### config.mk
export PLATFORM = sky130hd
export DESIGN_NAME = lswb_top
export DESIGN_NICKNAME = d
export VERILOG_FILES = /design/src/rtl/lswb_pkg.sv /design/src/rtl/lswb_top.sv
export SDC_FILE = /design/constraint.sdc
export NUM_CORES = 1
export LEC_CHECK = 0
export BUFFER_PORTS_ARGS = -buffer_cell sky130_fd_sc_hd__buf_4
export CORE_UTILIZATION = 40
export DETAILED_ROUTE_END_ITERATION = 10
export GPL_ROUTABILITY_DRIVEN = 1
export PLACE_DENSITY = 0.71
export SLEW_MARGIN = 30
export SYNTH_ARGS = -nofsm -noshare
export SYNTH_HDL_FRONTEND = slang
export SYNTH_SLANG_ARGS = --single-unit
### constraint.sdc
create_clock -name sys_clk -period 4 [get_ports sys_clk]
set_clock_uncertainty 0.1 [all_clocks]
set_input_delay 0.4 -clock sys_clk [delete_from_list [all_inputs] [get_ports sys_clk]]
set_output_delay 0.4 -clock sys_clk [all_outputs]
set_load 0.02 [all_outputs]
### src/rtl/lswb_pkg.sv
package lswb_pkg;

    // Byte offsets of the status words
    localparam logic [7:0] OFS_MAIN    = 8'h00;
    localparam logic [7:0] OFS_OPT     = 8'h04;
    localparam logic [7:0] OFS_EXT     = 8'h08;
    localparam logic [7:0] OFS_EV3_SEG = 8'h0c;
    localparam logic [7:0] OFS_EV3_END = 8'h10;

    // Word select codes
    localparam logic [2:0] SEL_MAIN    = 3'h0;
    localparam logic [2:0] SEL_OPT     = 3'h1;
    localparam logic [2:0] SEL_EXT     = 3'h2;
    localparam logic [2:0] SEL_EV3_SEG = 3'h3;
    localparam logic [2:0] SEL_EV3_END = 3'h4;
    localparam logic [2:0] SEL_NONE    = 3'h7;

    // Main status word bit positions
    localparam int MAIN_FMT    = 0;
    localparam int MAIN_SBRK   = 1;
    localparam int MAIN_AL2    = 8;
    localparam int MAIN_AL1    = 10;
    localparam int MAIN_ANY    = 12;
    localparam int MAIN_SP2    = 13;
    localparam int MAIN_REMOTE = 14;
    localparam int MAIN_MANUAL = 15;

    // Optional status word bit positions
    localparam int OPT_HOLD = 4;
    localparam int OPT_SKIP = 5;

    // Program status codes
    localparam logic [3:0] PST_RESET    = 4'h0;
    localparam logic [3:0] PST_UNUSED   = 4'h1;
    localparam logic [3:0] PST_HOLDBACK = 4'h6;

    // Reset values
    localparam logic        RST_FMT     = 1'h0;
    localparam logic [15:0] RST_EV3_SEG = 16'h0000;
    localparam logic        RST_EV3_END = 1'h0;

    // Internal loop, alarm and programmer signals
    typedef struct packed {
        logic       sensor_break; // Loop sensor break
        logic       alarm1;       // Alarm 1 active
        logic       alarm2;       // Alarm 2 active
        logic       sp2_sel;      // Second setpoint selected
        logic       remote_sp;    // Alternate setpoint enabled
        logic       manual_mode;  // Manual mode
        logic       self_tune;    // Self tune running
        logic       gain_set2;    // Second gain set active
        logic       relay_aa;     // Relay AA state
        logic       ramp_dwell;   // Ramp 0, dwell 1
        logic [3:0] prog_state;   // Programmer state code
        logic [3:0] segment;      // Current segment 1..8
        logic [3:0] program_num;  // Current program number
    } lswb_status_t;

endpackage

### src/rtl/lswb_top.sv
// Design decisions made here: the register offsets and the Avalon-MM register port.
`timescale 1ns/1ps
`default_nettype none

module lswb_top #(
    parameter int ADDR_W = 8 // Byte address width
) (
    input  wire logic                  sys_clk,          // System clock
    input  wire logic                  srst,             // Sync reset
    input  wire logic [ADDR_W-1:0]     avs_address,      // Byte address
    input  wire logic                  avs_read,         // Read request
    input  wire logic                  avs_write,        // Write request
    input  wire logic [31:0]           avs_writedata,    // Write data
    input  wire logic [3:0]            avs_byteenable,   // Byte lanes
    output logic [31:0]                avs_readdata,     // Read data
    output logic                       avs_waitrequest,  // Stall
    input  wire lswb_pkg::lswb_status_t status,          // Loop signals
    input  wire logic                  hold_event,       // Hold seen pulse
    input  wire logic                  din1_pin,         // Digital input 1
    input  wire logic                  din2_pin,         // Digital input 2
    output logic                       data_fixed,       // Fixed format
    output logic                       skip_segment,     // Skip pulse
    output logic [15:0]                ev3_seg_mask,     // Segment events
    output logic                       ev3_end_mask      // End event
);

    // Sampled status and synchronised inputs
    lswb_pkg::lswb_status_t stat_q;      // Status snapshot
    logic [1:0]             din_meta;    // First sync stage
    logic [1:0]             din_sync;    // Second sync stage
    logic                   hold_logged; // Hold logged flag

    // Bus decode
    logic       wr_done; // Write taken this edge
    logic       rd_load; // Read data loaded this edge
    logic [2:0] sel;     // Selected word

    // Map a byte address onto a word select
    function automatic logic [2:0] decode(input logic [ADDR_W-1:0] a);
        logic [7:0] w;
        w = 8'(a);
        if ((ADDR_W > 8) && ((a >> 8) != '0)) begin
            decode = lswb_pkg::SEL_NONE;
        end else begin
            unique case (w)
                lswb_pkg::OFS_MAIN:    decode = lswb_pkg::SEL_MAIN;
                lswb_pkg::OFS_OPT:     decode = lswb_pkg::SEL_OPT;
                lswb_pkg::OFS_EXT:     decode = lswb_pkg::SEL_EXT;
                lswb_pkg::OFS_EV3_SEG: decode = lswb_pkg::SEL_EV3_SEG;
                lswb_pkg::OFS_EV3_END: decode = lswb_pkg::SEL_EV3_END;
                default:               decode = lswb_pkg::SEL_NONE;
            endcase
        end
    endfunction

    // Force illegal programmer codes to reset
    function automatic logic [3:0] prog_code(input logic [3:0] s);
        if (s == lswb_pkg::PST_UNUSED || s > lswb_pkg::PST_HOLDBACK) begin
            prog_code = lswb_pkg::PST_RESET;
        end else begin
            prog_code = s;
        end
    endfunction

    assign sel     = decode(avs_address);
    assign wr_done = avs_write && !avs_waitrequest;
    assign rd_load = avs_read && avs_waitrequest;

    // One wait state, then answer
    always_ff @(posedge sys_clk) begin
        if (srst) begin
            avs_waitrequest <= 1'h1;
        end else if ((avs_read || avs_write) && avs_waitrequest) begin
            avs_waitrequest <= 1'h0;
        end else begin
            avs_waitrequest <= 1'h1;
        end
    end

    // Sample internal status every cycle
    always_ff @(posedge sys_clk) begin
        if (srst) begin
            stat_q <= '0;
        end else begin
            stat_q <= status;
        end
    end

    // Two-stage sync of the digital input pins
    always_ff @(posedge sys_clk) begin
        if (srst) begin
            din_meta <= 2'h0;
            din_sync <= 2'h0;
        end else begin
            din_meta <= {din1_pin, din2_pin};
            din_sync <= din_meta;
        end
    end

    // Format select, writable
    always_ff @(posedge sys_clk) begin
        if (srst) begin
            data_fixed <= lswb_pkg::RST_FMT;
        end else if (wr_done && sel == lswb_pkg::SEL_MAIN && avs_byteenable[0]) begin
            data_fixed <= avs_writedata[lswb_pkg::MAIN_FMT];
        end
    end

    // Hold logged flag, set wins over clear
    always_ff @(posedge sys_clk) begin
        if (srst) begin
            hold_logged <= 1'h0;
        end else if (hold_event) begin
            hold_logged <= 1'h1;
        end else if (wr_done && sel == lswb_pkg::SEL_OPT && avs_byteenable[0]
                     && !avs_writedata[lswb_pkg::OPT_HOLD]) begin
            hold_logged <= 1'h0;
        end
    end

    // Skip command pulse
    always_ff @(posedge sys_clk) begin
        if (srst) begin
            skip_segment <= 1'h0;
        end else begin
            skip_segment <= wr_done && sel == lswb_pkg::SEL_OPT && avs_byteenable[0]
                            && avs_writedata[lswb_pkg::OPT_SKIP];
        end
    end

    // Output-3 event masks
    always_ff @(posedge sys_clk) begin
        if (srst) begin
            ev3_seg_mask <= lswb_pkg::RST_EV3_SEG;
            ev3_end_mask <= lswb_pkg::RST_EV3_END;
        end else if (wr_done) begin
            if (sel == lswb_pkg::SEL_EV3_SEG) begin
                if (avs_byteenable[0]) begin
                    ev3_seg_mask[7:0] <= avs_writedata[7:0];
                end
                if (avs_byteenable[1]) begin
                    ev3_seg_mask[15:8] <= avs_writedata[15:8];
                end
            end
            if (sel == lswb_pkg::SEL_EV3_END && avs_byteenable[0]) begin
                ev3_end_mask <= avs_writedata[0];
            end
        end
    end

    // Read data, latched as the wait state ends
    always_ff @(posedge sys_clk) begin
        if (srst) begin
            avs_readdata <= 32'h00000000;
        end else if (rd_load) begin
            avs_readdata <= 32'h00000000;
            unique case (sel)
                lswb_pkg::SEL_MAIN: begin
                    avs_readdata[lswb_pkg::MAIN_SBRK] <= stat_q.sensor_break;
                    avs_readdata[lswb_pkg::MAIN_AL2]  <= stat_q.alarm2;
                    avs_readdata[lswb_pkg::MAIN_AL1]  <= stat_q.alarm1;
                    avs_readdata[lswb_pkg::MAIN_ANY]  <= stat_q.alarm1 | stat_q.alarm2;
                    avs_readdata[lswb_pkg::MAIN_SP2]    <= stat_q.sp2_sel;
                    avs_readdata[lswb_pkg::MAIN_REMOTE] <= stat_q.remote_sp;
                    avs_readdata[lswb_pkg::MAIN_MANUAL] <= stat_q.manual_mode;
                    avs_readdata[lswb_pkg::MAIN_FMT]    <= data_fixed;
                end
                lswb_pkg::SEL_OPT: begin
                    avs_readdata[3:0] <= prog_code(stat_q.prog_state);
                    avs_readdata[lswb_pkg::OPT_HOLD] <= hold_logged;
                    avs_readdata[6] <= stat_q.ramp_dwell;
                    avs_readdata[11:8] <= stat_q.segment;
                    avs_readdata[13] <= stat_q.relay_aa;
                    avs_readdata[14] <= din_sync[0];
                    avs_readdata[15] <= din_sync[1];
                end
                lswb_pkg::SEL_EXT: begin
                    avs_readdata[0] <= stat_q.self_tune;
                    avs_readdata[5] <= stat_q.gain_set2;
                    avs_readdata[6] <= stat_q.relay_aa;
                    avs_readdata[11:8] <= stat_q.program_num;
                end
                lswb_pkg::SEL_EV3_SEG: begin
                    avs_readdata[15:0] <= ev3_seg_mask;
                end
                lswb_pkg::SEL_EV3_END: begin
                    avs_readdata[0] <= ev3_end_mask;
                end
                default: begin
                    avs_readdata <= 32'h00000000;
                end
            endcase
        end
    end

    // Read of a given word has completed
    logic rd_main_q; // Main word loaded last edge
    logic rd_opt_q;  // Optional word loaded last edge
    logic rd_ext_q;  // Extended word loaded last edge

    // Checker helpers
    always_ff @(posedge sys_clk) begin
        if (srst) begin
            rd_main_q <= 1'h0;
            rd_opt_q  <= 1'h0;
            rd_ext_q  <= 1'h0;
        end else begin
            rd_main_q <= rd_load && sel == lswb_pkg::SEL_MAIN;
            rd_opt_q  <= rd_load && sel == lswb_pkg::SEL_OPT;
            rd_ext_q  <= rd_load && sel == lswb_pkg::SEL_EXT;
        end
    end

    // Answer one cycle after request
    AST_WAIT_ONE: assert property (@(posedge sys_clk) disable iff (srst)
        (avs_read || avs_write) && avs_waitrequest |=> !avs_waitrequest)
        else $error("waitrequest did not drop");

    AST_FMT_WRITE: assert property (@(posedge sys_clk) disable iff (srst)
        wr_done && sel == lswb_pkg::SEL_MAIN && avs_byteenable[0]
        |=> data_fixed == $past(avs_writedata[0]))
        else $error("format bit not stored");

    AST_MAIN_ALARMS: assert property (@(posedge sys_clk) disable iff (srst)
        rd_main_q |-> avs_readdata[1] == $past(stat_q.sensor_break)
            && avs_readdata[8] == $past(stat_q.alarm2)
            && avs_readdata[10] == $past(stat_q.alarm1))
        else $error("main word alarm bits wrong");

    AST_MAIN_ANY: assert property (@(posedge sys_clk) disable iff (srst)
        rd_main_q |-> avs_readdata[12] == (avs_readdata[8] | avs_readdata[10]))
        else $error("alarm summary wrong");

    AST_MAIN_MODE: assert property (@(posedge sys_clk) disable iff (srst)
        rd_main_q |-> avs_readdata[15:13] ==
            $past({stat_q.manual_mode, stat_q.remote_sp, stat_q.sp2_sel}))
        else $error("mode bits wrong");

    AST_MAIN_ZERO: assert property (@(posedge sys_clk) disable iff (srst)
        rd_main_q |-> avs_readdata[7:2] == 6'h00 && !avs_readdata[9]
            && !avs_readdata[11] && avs_readdata[31:16] == 16'h0000)
        else $error("main spare bits set");

    AST_PROG_CODE: assert property (@(posedge sys_clk) disable iff (srst)
        rd_opt_q |-> avs_readdata[3:0] != 4'h1 && avs_readdata[3:0] <= 4'h6)
        else $error("illegal program status");

    AST_HOLD_SET: assert property (@(posedge sys_clk) disable iff (srst)
        hold_event |=> hold_logged)
        else $error("hold event lost");

    AST_HOLD_NOSET: assert property (@(posedge sys_clk) disable iff (srst)
        !hold_event && !hold_logged |=> !hold_logged)
        else $error("hold flag set by host");

    AST_SKIP_CAUSE: assert property (@(posedge sys_clk) disable iff (srst)
        skip_segment |-> $past(wr_done && sel == lswb_pkg::SEL_OPT
            && avs_writedata[5]))
        else $error("skip without write");

    AST_OPT_ZERO: assert property (@(posedge sys_clk) disable iff (srst)
        rd_opt_q |-> !avs_readdata[7] && !avs_readdata[12] && !avs_readdata[5])
        else $error("optional zero bits set");

    AST_EXT_ZERO: assert property (@(posedge sys_clk) disable iff (srst)
        rd_ext_q |-> avs_readdata[15:12] == 4'h0 && !avs_readdata[1]
            && !avs_readdata[4] && avs_readdata[11:8] == $past(stat_q.program_num))
        else $error("extended word wrong");

    AST_EV3_SEG: assert property (@(posedge sys_clk) disable iff (srst)
        wr_done && sel == lswb_pkg::SEL_EV3_SEG && avs_byteenable[1:0] == 2'h3
        |=> ev3_seg_mask == $past(avs_writedata[15:0]))
        else $error("segment mask not stored");

    AST_EV3_END: assert property (@(posedge sys_clk) disable iff (srst)
        wr_done && sel == lswb_pkg::SEL_EV3_END && avs_byteenable[0]
        |=> ev3_end_mask == $past(avs_writedata[0]))
        else $error("end mask not stored");

    AST_OPT_FIELDS: assert property (@(posedge sys_clk) disable iff (srst)
        rd_opt_q |-> avs_readdata[11:8] == $past(stat_q.segment)
            && avs_readdata[13] == $past(stat_q.relay_aa)
            && avs_readdata[15:14] == $past(din_sync)
            && avs_readdata[6] == $past(stat_q.ramp_dwell))
        else $error("optional word fields wrong");

    AST_EXT_FIELDS: assert property (@(posedge sys_clk) disable iff (srst)
        rd_ext_q |-> avs_readdata[0] == $past(stat_q.self_tune)
            && avs_readdata[5] == $past(stat_q.gain_set2)
            && avs_readdata[6] == $past(stat_q.relay_aa))
        else $error("extended word fields wrong");

    // Main scenarios
    COV_MAIN_READ: cover property (@(posedge sys_clk) disable iff (srst)
        rd_main_q && avs_readdata[12]);

    COV_SKIP: cover property (@(posedge sys_clk) disable iff (srst)
        skip_segment);

    COV_HOLD_RACE: cover property (@(posedge sys_clk) disable iff (srst)
        hold_event && wr_done && sel == lswb_pkg::SEL_OPT);

    COV_EV3_WRITE: cover property (@(posedge sys_clk) disable iff (srst)
        wr_done && sel == lswb_pkg::SEL_EV3_SEG);

endmodule

`default_nettype wire

* After elaboration in Yosys (flattened, before gate mapping)
Index checks and enable logic that the tools add are counted.
Storage, ports and cells: bits in registers 63, input bits 73
Cells by class: mux-type cells 17, equal/unequal tests 9, bitwise operators 1, reduce and logical (&&, ||, !) cells 20, order comparisons 1
Operators with widths (number):
- 8-bit by 4-bit equality test with 1-bit output (second input constant) | 2
- 3-bit case mux with 5 select lines | 1
- 1-bit case mux with 3 select lines | 4
- 1-bit logical AND | 10
- 3-bit case mux with 3 select lines | 1
- 8-bit by 3-bit equality test with 1-bit output (second input constant) | 1
- 8-bit by 5-bit equality test with 1-bit output (second input constant) | 1
- 8-bit logical NOT | 1
- 1-bit case mux with 4 select lines | 2
- 3-bit by 2-bit equality test with 1-bit output (second input constant) | 2
- 3-bit case mux with 2 select lines | 1
- 3-bit AND reduction | 2
- 1-bit case mux with 5 select lines | 1
- 4-bit by 1-bit equality test with 1-bit output (second input constant) | 1
- 4-bit by 3-bit greater-than comparator with 1-bit output (second input constant) | 1
- 1-bit two-way mux | 4
- 4-bit two-way mux | 1
- 1-bit case mux with 2 select lines | 2
- 3-bit by 1-bit equality test with 1-bit output (second input constant) | 1
- 3-bit equality test (second input constant) | 1
- 3-bit logical NOT | 1
- 1-bit logical NOT | 2
- 1-bit logical OR | 2
- 2-bit AND reduction | 1
- 2 further kinds | 2

* Depth between registers and ports, before layout
depth in word-level cells 8, gate-level depth with buffers 6, gate-level depth less buffers 4

* Worst setup path after synthesis
Ideal clock, no wire load.
path type input port to flip-flop, from in avs_address[4], to reg avs_readdata[13], slack 2.338 ns, data arrival time 1.502 ns, cell stages on the path 5, required time 3.840 ns, library setup time 0.060 ns, path through buf_2 nor2_1 nand2_1 a2111oi_4 a22o_1
On the way: word-level cells in the longest chain between the ends 4, elaborated cells on any way between the ends 10
RTL lines:
- start, declared | line lswb_top.sv:10 | input wire logic [ADDR_W-1:0] avs_address,
- 8-bit by 5-bit equality test with 1-bit output (tied with other cells) | line lswb_top.sv:45 | unique case (w)
- 3-bit case mux with 5 select lines * | line lswb_top.sv:45
- 3-bit by 2-bit equality test with 1-bit output (tied with other cells) | line lswb_top.sv:157 | unique case (sel)
- 3-bit case mux with 3 select lines * | line lswb_top.sv:157
- end signal, assigned by index | line lswb_top.sv:159 | avs_readdata[lswb_pkg::MAIN_SBRK] <= stat_q.sensor_break;
- end signal, assigned by index | line lswb_top.sv:160 | avs_readdata[lswb_pkg::MAIN_AL2] <= stat_q.alarm2;
- end signal, assigned by index | line lswb_top.sv:161 | avs_readdata[lswb_pkg::MAIN_AL1] <= stat_q.alarm1;
- end, declared | line lswb_top.sv:15 | output logic [31:0] avs_readdata,
Every way passes the cells marked *; elsewhere a longest branch is shown, timed or not. A chain may end at the register's enable or synchronous reset.

* Worst setup path in the final report
from in avs_address[2], to reg ev3_seg_mask[8]
On the way: word-level cells in the longest chain between the ends 4, elaborated cells on any way between the ends 8
RTL lines:
- 8-bit by 5-bit equality test with 1-bit output (tied with other cells) | line lswb_top.sv:45
- 3-bit case mux with 5 select lines * | line lswb_top.sv:45
- 3-bit by 2-bit equality test with 1-bit output * | line lswb_top.sv:137 | if (sel == lswb_pkg::SEL_EV3_SEG) begin
- 3-bit AND reduction (no source line) *
- end signal, assigned | line lswb_top.sv:134 | ev3_seg_mask <= lswb_pkg::RST_EV3_SEG;
- end signal, assigned | line lswb_top.sv:142 | ev3_seg_mask[15:8] <= avs_writedata[15:8];
- end, declared | line lswb_top.sv:23 | output logic [15:0] ev3_seg_mask,
Marks and branches as above.

==> impl_metrics.tcl <==
set metrics [dict create \
    synthesis.area_um2 2580 \
    die_area_um2 6780 \
    fmax_mhz 569 \
    r2r-end "ev3_seg_mask[4]" \
    fin_crit_ns 1.76 \
    hold_start "status[10]" \
    cts-root-buf "clkbuf_8" \
    cts_buffers 9 \
    ys_seq_area_frac 0.488 \
    p_seq_frac 0.479 \
    synth.area.top_cells "dfxtp_1 49%, mux2i_1 8.5%, nor2b_1 7.0%, buf_4 4.6%, nor2_1 4.4%" \
    ys_ff_latch 63 \
    worst_slew_pin_slew_ns 0.658 \
    clockBufferDepth 2 \
    worstSetupPathType "in2reg" \
    hold_depth 2 \
    start_kind "primary input" \
    p_per_area_nw_per_um2 394 \
    post_cts_buffers 0 \
    port-buffer-count 90 \
    p_leak_nw 1.63 \
    dp.cells 410 \
    dp_hpwl_um 4310 \
    yosysMostFrequentCell "dfxtp_1" \
    setup_viol 0 \
    yosysUniqueCellTypes 38 \
    cap_violations 0 \
    ys.flop_type "dfxtp_1" \
    status "complete, no violations" \
    end_kind "flip-flop" \
    drive_gt1_frac 0.330 \
    arrival_ns 1.85 \
    wl_per_cell_um 14.1 \
    cpPeakStageDelay_ns 0.44 \
    grt_pass1_vias 1924 \
    chipHeight_um 82.4 \
    ctsHoldBuffers 0 \
    ys_top_cells_by_count "63 x dfxtp_1, 30 x nor2_1, 29 x nor2b_1" \
    synth_top_area_frac 0.488 \
    vias_per_cell 4.91 \
    antenna_cells 0 \
    core_area_um2 6060 \
    ant_nets 0 \
    peakVddDrop_uv 202 \
    slew_violations 0 \
    grt_max_degree 61 \
    path_clk_slew_ns 0.07 \
    p_sw_mw 0.306 \
    drcViolationCount 0 \
    cp_data_required_time_ns 4.09 \
    r2r_slack_ns 2.33 \
    rows 28 \
    pwr-share-comb 0.088 \
    ff2ff_path_depth 4 \
    cts_tree "built" \
    power_switching_share 0.226 \
    intPower_mw 1.05 \
    layout.cells.non_filler 426 \
    rsz0062_at_grt "false" \
    fin_setup_tns_ns 0 \
    fin_nets 419 \
    wirelength_um 6000 \
    cts_resized 0 \
    postSynth.asyncResetShare 0 \
    holdWs_ns 0.175 \
    slew_headroom 0.560 \
    drt_iter0_markers 141 \
    cts-htree-levels 3 \
    area_growth_syn_to_layout_pct 33.1 \
    antenna_found_initial 0 \
    gp_congestion 0.816 \
    cts_sinks 63 \
    cp_slowest_cell "and2_1" \
    pin_count 125 \
    hold_viol_final 0 \
    syn-mean-instance-area_um2 9.90 \
    synth_area_leader_cell "dfxtp_1" \
    vias 2092 \
    start_util 0.426 \
    die_width_um 82.4 \
    clk_latency_ns 0.33 \
    fill_cells 556 \
    hold_path_end "stat_q[10]" \
    hp-class "in2reg" \
    syn_inst 261 \
    cp_cell_sequence "buf_4 -> and2_1 -> nand4_2 -> mux2i_1 -> nor2_1" \
    grt_overflow 0 \
    reg2reg_from "avs_waitrequest" \
    critical_path.max_fanout 18 \
    ys_warn_count 0 \
    grt_pass1_wl_um 9420 \
    synth_edf_count 0 \
    drt-pass1-iter-count 4 \
    fin_crit_sh 0.439 \
    p_clk_frac 0.433 \
    grtUsageTotal 0.190 \
]
worst max-delay path: cells and delay by family:
family / cells / cell delay, ns
buf+inv: 1 / 0.24
simple gates: 3 / 0.93
mux: 1 / 0.28
kinds of logic after synthesis:
logic type,share of synthesized area
compound gates,0.105
xor+xnor,0.00339
buf+inv,0.0751
flops,0.488
mux,0.120
other cells,0.00145
simple gates,0.207
cell type report:
cell class,count,area (um^2),share of cell area
clock inverters,6,85.1,0.0247
multi-input cells,179,1180,0.344
flip-flops and latches,63,1260,0.367
inverters,3,11.3,0.00327
well taps,75,93.8,0.0273
clock buffers,10,128,0.0371
repair buffers,90,676,0.196
power groups by stage:
stage	logic [mW]	clock network (mW)	registers, mW
after floorplan	0.0765	0	0.662
after global placement	0.118	0	0.662
after detailed placement	0.119	0	0.663
after CTS	0.119	0.600	0.648
after global routing	0.131	0.636	0.649
final	0.119	0.586	0.648
layer usage:
| layer | vias up | track usage | part of all wire |
|---|---|---|---|
| li1 | 1038 | - | - |
| met1 | 967 | 0.244 | 0.44 |
| met2 | 75 | 0.298 | 0.47 |
| met3 | 12 | 0.0527 | 0.069 |
| met4 | 0 | 0.0842 | 0.017 |
| met5 | - | 0 | 0 |
how the worst max path moves through the flow:
stage	from	endpoint	cells past startpoint
after global placement	avs_address[2]	ev3_seg_mask[9]	5
final	avs_address[2]	ev3_seg_mask[8]	5
after CTS	avs_address[2]	ev3_seg_mask[13]	5
after detailed placement	avs_address[3]	ev3_seg_mask[13]	5
after floorplan	avs_address[4]	avs_readdata[13]	5
after global routing	avs_address[2]	ev3_seg_mask[10]	5
through the flow:
stage / util / cell area (um^2) / power [mW] / setup slack, ns
2_1_floorplan: - / 2640 / 0.739 / 2.34
3_3_place_gp: 0.532 / 3230 / 0.780 / 1.86
3_5_place_dp: 0.532 / 3230 / 0.782 / 1.85
4_1_cts: 0.568 / 3440 / 1.37 / 2.21
5_1_grt: 0.568 / 3440 / 1.42 / 2.08
6_report: 0.568 / 3440 / 1.35 / 2.24
state kept, by name, indices dropped and copies added (netlist names):
signal           count
skip_segment         1
avs_readdata        16
avs_waitrequest      1
stat_q              22
ev3_end_mask         1
din_meta             2
din_sync             2
ev3_seg_mask        16
hold_logged          1
data_fixed           1
cell usage in the layout (no fill, tap or decap), drive strengths merged, types with 9 or more instances in the layout:
| cell type | n |
|---|---|
| mux2i | 22 |
| clkbuf | 10 |
| nand2 | 15 |
| nor2b | 29 |
| conb | 16 |
| nor2 | 30 |
| o21ai | 9 |
| buf | 90 |
| dfxtp | 63 |
Power figures use the tool's default switching activity.
